==> src/dsc_pkg.sv <==
// Constants, types and helpers shared by the DDR strobe capture PHY
package dsc_pkg;

    // ------------------------------------------------------------------
    // Geometry
    // ------------------------------------------------------------------
    localparam int MAX_GROUPS   = 8;
    localparam int LANE_WIDTH   = 8;
    localparam int BEAT_WIDTH   = 2 * LANE_WIDTH;

    // ------------------------------------------------------------------
    // Timing
    // ------------------------------------------------------------------
    localparam int CLK_PERIOD_NS    = 10;
    localparam int STROBE_PERIOD_NS = 125;
    localparam int MEM_CLK_MAX_MHZ  = 133;
    localparam int PHASE_DDR_DEG    = 90;
    localparam int PHASE_FAST_DEG   = 72;
    localparam int WR_PERIOD_CYC    = 8;
    localparam int WR_STROBE_RISE   = WR_PERIOD_CYC / 4;
    localparam int WR_STROBE_FALL   = 3 * WR_PERIOD_CYC / 4;
    localparam int WR_DATA_FALL     = WR_PERIOD_CYC / 2;
    localparam int DLY_WIDTH        = 3;
    localparam int CNT_WIDTH        = 3;
    localparam int RESYNC_STAGES    = 2;

    // Each delay rounds down, never below one cycle
    function automatic logic [DLY_WIDTH-1:0] phase_cyc(input int deg);
        int c;
        c = (STROBE_PERIOD_NS * deg) / (360 * CLK_PERIOD_NS);
        if (c < 1) begin
            c = 1;
        end
        return c[DLY_WIDTH-1:0];
    endfunction

    localparam logic [DLY_WIDTH-1:0] DLY_DDR_CYC  = phase_cyc(PHASE_DDR_DEG);
    localparam logic [DLY_WIDTH-1:0] DLY_FAST_CYC = phase_cyc(PHASE_FAST_DEG);

    // ------------------------------------------------------------------
    // Types
    // ------------------------------------------------------------------
    typedef enum logic {
        DSC_MODE_DDR,
        DSC_MODE_FAST
    } dsc_mode_t;

    typedef struct packed {
        logic [LANE_WIDTH-1:0] rise;
        logic [LANE_WIDTH-1:0] fall;
    } dsc_beat_t;

    typedef struct packed {
        logic mask_rise;
        logic mask_fall;
    } dsc_mask_t;

endpackage

==> src/dsc_phy.sv <==
// Top of the DDR strobe capture PHY: read lanes, resync and write launch
`timescale 1ns/1ns
`default_nettype none

module dsc_phy
    import dsc_pkg::*;
#(
    parameter int NUM_GROUPS = 8
)
(
    // Clock and reset
    input  wire logic                                  CLK_I,
    input  wire logic                                  RST_I,
    // Mode
    input  wire logic                                  MODE_FAST_I,
    // Memory pins, read direction
    input  wire logic [NUM_GROUPS-1:0]                 DQS_I,
    input  wire logic [NUM_GROUPS*dsc_pkg::LANE_WIDTH-1:0] DQ_I,
    // Memory pins, write direction
    output logic [NUM_GROUPS-1:0]                      DQS_O,
    output logic [NUM_GROUPS-1:0]                      DQS_OE_O,
    output logic [NUM_GROUPS*dsc_pkg::LANE_WIDTH-1:0]  DQ_O,
    output logic [NUM_GROUPS-1:0]                      DQ_OE_O,
    output logic [NUM_GROUPS-1:0]                      DM_O,
    // Read data to core
    output dsc_pkg::dsc_beat_t [NUM_GROUPS-1:0]        RD_BEAT_O,
    output logic [NUM_GROUPS-1:0]                      RD_VALID_O,
    // Write data from core
    input  wire dsc_pkg::dsc_beat_t [NUM_GROUPS-1:0]   WR_BEAT_I,
    input  wire dsc_pkg::dsc_mask_t [NUM_GROUPS-1:0]   WR_MASK_I,
    input  wire logic                                  WR_VALID_I,
    input  wire logic                                  WR_LAST_I,
    output logic                                       WR_READY_O,
    output logic                                       WR_BUSY_O
);

    // ------------------------------------------------------------------
    // Elaboration checks
    // ------------------------------------------------------------------
    if (NUM_GROUPS < 1 || NUM_GROUPS > MAX_GROUPS) begin : g_bad_groups
        $error("NUM_GROUPS must lie between 1 and 8");
    end
    if (1000 / (WR_PERIOD_CYC * CLK_PERIOD_NS) > MEM_CLK_MAX_MHZ) begin : g_bad_rate
        $error("Write clock exceeds the memory clock limit");
    end

    // ------------------------------------------------------------------
    // Mode select
    // ------------------------------------------------------------------
    // Mode is a static pin; it is resampled so a change lands cleanly
    logic [2:0]           mode_s_q;
    logic                 mode_fast_q;
    logic [DLY_WIDTH-1:0] delay_sel;

    always_ff @(posedge CLK_I) begin
        mode_s_q <= {mode_s_q[1:0], MODE_FAST_I};
    end

    always_ff @(posedge CLK_I) begin
        if (RST_I) begin
            mode_fast_q <= 1'b0;
        end else if (mode_s_q[1] == mode_s_q[2]) begin
            mode_fast_q <= mode_s_q[2];
        end
    end

    assign delay_sel = mode_fast_q ? DLY_FAST_CYC : DLY_DDR_CYC;

    // ------------------------------------------------------------------
    // Read lanes and resynchronisation
    // ------------------------------------------------------------------
    dsc_beat_t [NUM_GROUPS-1:0] cap_beat;
    logic      [NUM_GROUPS-1:0] cap_valid;
    dsc_beat_t [NUM_GROUPS-1:0] rs_beat_q [RESYNC_STAGES];
    logic      [NUM_GROUPS-1:0] rs_valid_q [RESYNC_STAGES];

    for (genvar g = 0; g < NUM_GROUPS; g++) begin : g_lane
        // Each strobe sees only its own eight data lines
        dsc_lane u_lane (
            .clk_i   (CLK_I),
            .rst_i   (RST_I),
            .dqs_i   (DQS_I[g]),
            .dq_i    (DQ_I[g*LANE_WIDTH +: LANE_WIDTH]),
            .delay_i (delay_sel),
            .beat_o  (cap_beat[g]),
            .valid_o (cap_valid[g])
        );
    end

    // Register stages keep capture flops apart from core logic placement
    always_ff @(posedge CLK_I) begin
        if (RST_I) begin
            for (int s = 0; s < RESYNC_STAGES; s++) begin
                rs_beat_q[s]  <= '0;
                rs_valid_q[s] <= '0;
            end
        end else begin
            rs_beat_q[0]  <= cap_beat;
            rs_valid_q[0] <= cap_valid;
            for (int s = 1; s < RESYNC_STAGES; s++) begin
                rs_beat_q[s]  <= rs_beat_q[s-1];
                rs_valid_q[s] <= rs_valid_q[s-1];
            end
        end
    end

    assign RD_BEAT_O  = rs_beat_q[RESYNC_STAGES-1];
    assign RD_VALID_O = rs_valid_q[RESYNC_STAGES-1];

    // ------------------------------------------------------------------
    // Write launch state machine
    // ------------------------------------------------------------------
    typedef enum logic [1:0] {
        DSC_WR_IDLE,
        DSC_WR_BURST,
        DSC_WR_POST
    } dsc_wr_state_t;

    dsc_wr_state_t              st_q, st_d;
    logic [CNT_WIDTH-1:0]       ph_q, ph_d;
    dsc_beat_t [NUM_GROUPS-1:0] beat_q, beat_d;
    dsc_mask_t [NUM_GROUPS-1:0] mask_q, mask_d;
    logic                       last_q, last_d;
    logic                       ready_q, ready_d;

    wire accept   = WR_VALID_I && ready_q;
    wire ph_end   = (ph_q == CNT_WIDTH'(WR_PERIOD_CYC - 1));
    wire ph_fall  = (ph_q >= CNT_WIDTH'(WR_DATA_FALL));
    wire ph_strb  = (ph_q >= CNT_WIDTH'(WR_STROBE_RISE)) &&
                    (ph_q <  CNT_WIDTH'(WR_STROBE_FALL));
    wire ph_pre   = (ph_q == CNT_WIDTH'(WR_PERIOD_CYC - 2));

    always_comb begin
        st_d    = st_q;
        ph_d    = ph_q + CNT_WIDTH'(1);
        beat_d  = beat_q;
        mask_d  = mask_q;
        last_d  = last_q;
        ready_d = 1'b0;
        unique case (st_q)
            DSC_WR_IDLE: begin
                ph_d    = '0;
                ready_d = !accept;
                if (accept) begin
                    st_d   = DSC_WR_BURST;
                    beat_d = WR_BEAT_I;
                    mask_d = WR_MASK_I;
                    last_d = WR_LAST_I;
                end
            end
            DSC_WR_BURST: begin
                // Next beat is offered one cycle before the period ends
                ready_d = ph_pre && !last_q;
                if (ph_end) begin
                    if (accept) begin
                        beat_d = WR_BEAT_I;
                        mask_d = WR_MASK_I;
                        last_d = WR_LAST_I;
                    end else begin
                        st_d = DSC_WR_POST;
                    end
                end
            end
            DSC_WR_POST: begin
                if (ph_end) begin
                    st_d    = DSC_WR_IDLE;
                    ready_d = 1'b1;
                end
            end
        endcase
    end

    always_ff @(posedge CLK_I) begin
        if (RST_I) begin
            st_q    <= DSC_WR_IDLE;
            ph_q    <= '0;
            beat_q  <= '0;
            mask_q  <= '0;
            last_q  <= 1'b0;
            ready_q <= 1'b0;
        end else begin
            st_q    <= st_d;
            ph_q    <= ph_d;
            beat_q  <= beat_d;
            mask_q  <= mask_d;
            last_q  <= last_d;
            ready_q <= ready_d;
        end
    end

    // ------------------------------------------------------------------
    // Pin launch registers
    // ------------------------------------------------------------------
    // Phase counter stands in for the shifted write clock; data edges
    // sit a quarter period ahead of the outgoing strobe edges
    logic [NUM_GROUPS*LANE_WIDTH-1:0] dq_q;
    logic [NUM_GROUPS-1:0]            dm_q, dqs_q, dq_oe_q, dqs_oe_q;
    logic                             busy_q;
    logic [NUM_GROUPS*LANE_WIDTH-1:0] dq_sel;
    logic [NUM_GROUPS-1:0]            dm_sel;
    wire                              in_burst = (st_q == DSC_WR_BURST);
    wire                              driving  = (st_q != DSC_WR_IDLE);

    for (genvar g = 0; g < NUM_GROUPS; g++) begin : g_sel
        assign dq_sel[g*LANE_WIDTH +: LANE_WIDTH] =
            ph_fall ? beat_q[g].fall : beat_q[g].rise;
        assign dm_sel[g] = ph_fall ? mask_q[g].mask_fall : mask_q[g].mask_rise;
    end

    always_ff @(posedge CLK_I) begin
        if (RST_I) begin
            dq_q     <= '0;
            dm_q     <= '0;
            dqs_q    <= '0;
            dq_oe_q  <= '0;
            dqs_oe_q <= '0;
            busy_q   <= 1'b0;
        end else begin
            dq_q     <= in_burst ? dq_sel : '0;
            dm_q     <= in_burst ? dm_sel : '0;
            dqs_q    <= {NUM_GROUPS{in_burst && ph_strb}};
            dq_oe_q  <= {NUM_GROUPS{in_burst}};
            dqs_oe_q <= {NUM_GROUPS{driving}};
            busy_q   <= driving;
        end
    end

    assign DQ_O       = dq_q;
    assign DM_O       = dm_q;
    assign DQS_O      = dqs_q;
    assign DQ_OE_O    = dq_oe_q;
    assign DQS_OE_O   = dqs_oe_q;
    assign WR_READY_O = ready_q;
    assign WR_BUSY_O  = busy_q;

endmodule

`default_nettype wire

==> src/dsc_lane.sv <==
// One by-eight read capture lane driven by its own group strobe
`timescale 1ns/1ns
`default_nettype none

module dsc_lane
    import dsc_pkg::*;
(
    // Clock and reset
    input  wire logic                 clk_i,
    input  wire logic                 rst_i,
    // Group pins
    input  wire logic                 dqs_i,
    input  wire logic [LANE_WIDTH-1:0] dq_i,
    // Control
    input  wire logic [DLY_WIDTH-1:0] delay_i,
    // Captured beat
    output dsc_beat_t                 beat_o,
    output logic                      valid_o
);

    // ------------------------------------------------------------------
    // Pin synchronisers
    // ------------------------------------------------------------------
    logic [2:0]            dqs_s_q;
    logic [LANE_WIDTH-1:0] dq_s1_q, dq_s2_q, dq_s3_q;
    logic                  dqs_lvl_q;
    logic [DLY_WIDTH-1:0]  dly_q, dly_d;
    logic                  pend_rise_q, pend_rise_d;
    logic [LANE_WIDTH-1:0] rise_q;
    dsc_beat_t             beat_q;
    logic                  valid_q;

    wire dqs_agree = (dqs_s_q[1] == dqs_s_q[2]);
    wire dqs_edge  = dqs_agree && (dqs_s_q[2] != dqs_lvl_q);
    wire dly_fire  = (dly_q == DLY_WIDTH'(1));

    always_ff @(posedge clk_i) begin
        dqs_s_q <= {dqs_s_q[1:0], dqs_i};
        dq_s1_q <= dq_i;
        dq_s2_q <= dq_s1_q;
        dq_s3_q <= dq_s2_q;
    end

    // ------------------------------------------------------------------
    // Strobe delay and both-edge capture
    // ------------------------------------------------------------------
    // Delay restarts on each strobe edge; it is shorter than half a period
    always_comb begin
        dly_d       = dly_q;
        pend_rise_d = pend_rise_q;
        if (dqs_edge) begin
            dly_d       = delay_i;
            pend_rise_d = dqs_s_q[2];
        end else if (dly_q != '0) begin
            dly_d = dly_q - DLY_WIDTH'(1);
        end
    end

    always_ff @(posedge clk_i) begin
        if (rst_i) begin
            dqs_lvl_q   <= 1'b0;
            dly_q       <= '0;
            pend_rise_q <= 1'b0;
            rise_q      <= '0;
            beat_q      <= '0;
            valid_q     <= 1'b0;
        end else begin
            if (dqs_agree) begin
                dqs_lvl_q <= dqs_s_q[2];
            end
            dly_q       <= dly_d;
            pend_rise_q <= pend_rise_d;
            valid_q     <= 1'b0;
            if (dly_fire && pend_rise_q) begin
                rise_q <= dq_s3_q;
            end
            if (dly_fire && !pend_rise_q) begin
                beat_q  <= '{rise: rise_q, fall: dq_s3_q};
                valid_q <= 1'b1;
            end
        end
    end

    assign beat_o  = beat_q;
    assign valid_o = valid_q;

endmodule

`default_nettype wire

==> config.mk <==
export PLATFORM = sky130hd
export DESIGN_NAME = dsc_phy
export DESIGN_NICKNAME = d
export VERILOG_FILES = /design/src/dsc_pkg.sv /design/src/dsc_phy.sv /design/src/dsc_lane.sv
export SDC_FILE = /design/constraint.sdc
export NUM_CORES = 1
export LEC_CHECK = 0
export ABC_AREA = 1
export ABC_CLOCK_PERIOD_IN_PS = 4000
export BUFFER_PORTS_ARGS = -buffer_cell sky130_fd_sc_hd__buf_4
export CORE_ASPECT_RATIO = 1.4
export CORE_MARGIN = 2
export CORE_UTILIZATION = 35
export DETAILED_ROUTE_END_ITERATION = 10
export PLACE_DENSITY = 0.55
export SLEW_MARGIN = 5
export SYNTH_ARGS = -nofsm -noshare
export SYNTH_HDL_FRONTEND = slang
export SYNTH_SLANG_ARGS = --single-unit
==> constraint.sdc <==
create_clock -name CLK_I -period 4 [get_ports CLK_I]
set_clock_uncertainty 0.05 [all_clocks]
set_input_delay 0.6 -clock CLK_I [delete_from_list [all_inputs] [get_ports CLK_I]]
set_output_delay 0.6 -clock CLK_I [all_outputs]
set_load 0.02 [all_outputs]
==> flow_metrics.env <==
export IMPL_outcome="finished clean"
export IMPL_clockRootBuffer="clkbuf_16"
export IMPL_grt_pass1_vias=19735
export IMPL_die_w_um=251
export IMPL_grt_pass1_wl_um=106000
export IMPL_critPathLaunchType="flip-flop"
export IMPL_antenna_found_initial=14
export IMPL_start_util=0.351
export IMPL_cp_max_fo=44
export IMPL_required_ps=4510
export IMPL_dp_hpwl_um=43000
export IMPL_crit_type="reg2reg"
export IMPL_die_area_sq_mm=0.0880
export IMPL_seqPwrFrac=0.465
export IMPL_peakVddDrop_v=0.000640
export IMPL_synth_cell_types=25
export IMPL_path_cells="ha_1 -> ha_1 -> nand2_1 -> nand2_4 -> nand2_4 -> buf_4 -> nand2_1 -> a21oi_1"
export IMPL_cts_buffers=92
export IMPL_rsz0062_at_grt="no"
export IMPL_first_pass_iters=5
export IMPL_period_needed_ps=2230
export IMPL_ys_warnings_count=0
export IMPL_p_per_area_mw_per_mm2=657
export IMPL_pre_cts_ws_ps=1470
export IMPL_p_int_mw=17.7
export IMPL_synth_compound_area_share=0.105
export IMPL_coreArea_sq_mm=0.0853
export IMPL_slew_headroom=0.330
export IMPL_cts_tree="yes"
export IMPL_fin_nets=3751
export IMPL_slowest_stage="buf_4"
export IMPL_setup_viol=0
export IMPL_avgViaCountPerCell=4.38
export IMPL_layout_drive_gt1_share=0.190
export IMPL_ios=455
export IMPL_slew_violations=0
export IMPL_arrival_ps=2730
export IMPL_hp_class="in2reg"
export IMPL_period_share=0.556
export IMPL_synth_adder_area_share=0.0121
export IMPL_cts_resized=0
export IMPL_ctsHtreeMaxLevel=3
export IMPL_area_growth_pct=23.6
export IMPL_synth_cells=3176
export IMPL_synthesis_nets=3426
export IMPL_grt_max_degree=146
export IMPL_synth_simple_area_share=0.120
export IMPL_leakagePower_nw=16.3
export IMPL_p_sw_mw=6.65
export IMPL_placed_cells=4430
export IMPL_ant_nets=0
export IMPL_cts_max_path_buffers=3
export IMPL_clk_latency_ps=670
export IMPL_ys_ff_latch=958
export IMPL_combPwrFrac=0.154
export IMPL_clkPwrFrac=0.381
export IMPL_postCtsSetupRepairBufs=0
export IMPL_place_gp_congestion=0.774
export IMPL_synth_xor_area_frac=0.00234
export IMPL_whs_ps=156
export IMPL_fin_setup_tns_ps=0
export IMPL_die_h_um=350
export IMPL_track_usage=0.150
export IMPL_slowest_delay_ps=520
export IMPL_clk_pin_slew_ps=60
export IMPL_io_buffers=454
export IMPL_synth_top_family_by_area="buffers and inverters"
export IMPL_rows=127
export IMPL_avgSynthCellArea_sq_um=9.44
export IMPL_drv_cap=0
export IMPL_setup_slack_ps=1770
export IMPL_drt_total_wl_um=67100
export IMPL_dr_first_iter_drc_count=1019
export IMPL_end_kind="flip-flop"
export IMPL_syn_area_sq_mm=0.0300
export IMPL_clock_sinks=958
export IMPL_num_vias=20478
export IMPL_swShare=0.273
export IMPL_final_cells=4673
export IMPL_avgRoutedWirePerCell_um=14.4
export IMPL_tightest_slew_ps=1000
export IMPL_grt_overflow=0
export IMPL_ctsHoldBuffers=73
export IMPL_yosysSeqAreaShare=0.640
export IMPL_fmax_mhz=449
export IMPL_synth_mux_area_fraction=0
export IMPL_drc=0
export IMPL_finalHoldViolCount=0
[layer usage]
layer  track usage  share of wire  up-vias
met5             0         0.0012        -
met4        0.0508          0.022       12
met3        0.0398          0.061      106
met2         0.250           0.47      503
met1         0.187           0.44     9378
li1              -              -    10479
[registers in the layout, summed over array words and instances, names as in the netlist, 16 cells and up]
name                   cells
g_lane.u_lane.rise_q      64
rs_valid_q                16
g_lane.u_lane.dq_s1_q     64
g_lane.u_lane.dq_s2_q     64
g_lane.u_lane.beat_o     128
g_lane.u_lane.dq_s3_q     64
g_lane.u_lane.dly_q       24
DQ_O                      64
g_lane.u_lane.dqs_s_q     24
rs_beat_q                256
mask_q                    16
beat_q                   128
[power by group through the flow]
stage / clock network [mW] / registers (mW) / logic (mW)
after CTS: 9.61 / 11.3 / 3.81
after floorplan: 0 / 11.4 / 2.93
after global routing: 10.0 / 11.5 / 4.26
final: 9.29 / 11.3 / 3.75
after detailed placement: 0 / 11.5 / 3.73
after global placement: 0 / 11.5 / 3.68
[final cells by class]
cell class,instances,area (sq um)
Multi-Input combinational cell,1458,7180
Clock inverter,40,676
Antenna cell,5,12.5
Tap cell,1096,1370
Sequential cell,958,19200
Clock buffer,125,2650
Timing Repair Buffer,543,4300
Fill cell,8338,48300
Inverter,448,1690
[critical path, delay by kind of cell (launching register included)]
family,cells,cell delay (ps)
DFF,1,320
and+or+nand+nor,4,630
buffers and inverters,1,520
AOI/OAI and AO/OA,1,170
adders and majority gates,2,410
[cell usage in the layout, fill, tap and decap left out, types with 73 or more instances in the layout]
cell	n
dfxtp_1	957
buf_4	466
inv_1	440
nand2_1	383
a21oi_1	378
nor2_1	188
nand3_1	144
o21ai_0	138
clkbuf_16	92
dlygate4sd3_1	73
[cell usage after synthesis (all sizes together)]
cell	n	area share
ha	29	0.012
xnor2	8	0.0023
buf	254	0.057
nand4	1	0.00021
a31oi	1	0.00021
dfxtp	958	0.64
a21oi	378	0.063
inv	448	0.056
nand2	401	0.052
nor3	64	0.011
nand3	164	0.031
o21ai	151	0.025
clkbuf	58	0.0073
nor2	197	0.027
a22oi	64	0.016
[final timing paths]
| path | from | endpoint | slack, ps | cells after the start |
|---|---|---|---|---|
| worst max register to register | ph_q[0] | beat_q[53] | 1770 | 8 |
| worst min register to register | g_lane[1].u_lane.dq_s2_q[7] | g_lane[1].u_lane.dq_s3_q[7] | 260 | 0 |
| worst max-delay path | ph_q[0] | beat_q[53] | 1770 | 8 |
| worst min-delay path | WR_BEAT_I[36] | beat_q[36] | 160 | 3 |
[through the flow]
step / cell area (sq um) / util / power, mW
2_1_floorplan: 30000 / - / 14.3
3_3_place_gp: 33000 / 0.387 / 15.2
3_5_place_dp: 33000 / 0.387 / 15.3
4_1_cts: 37000 / 0.434 / 24.8
5_1_grt: 37100 / 0.434 / 25.7
6_report: 37100 / 0.434 / 24.4
[cell families (layout without fill, tap and decap cells)]
logic type / Yosys count / in the layout
flops: 958 / 958
xor+xnor: 8 / 8
buf+inv: 760 / 1156
simple gates: 827 / 827
other cells: 0 / 5
compound gates: 594 / 594
fa+ha+maj: 29 / 29
Note: power is estimated with default switching activity, not from simulation.
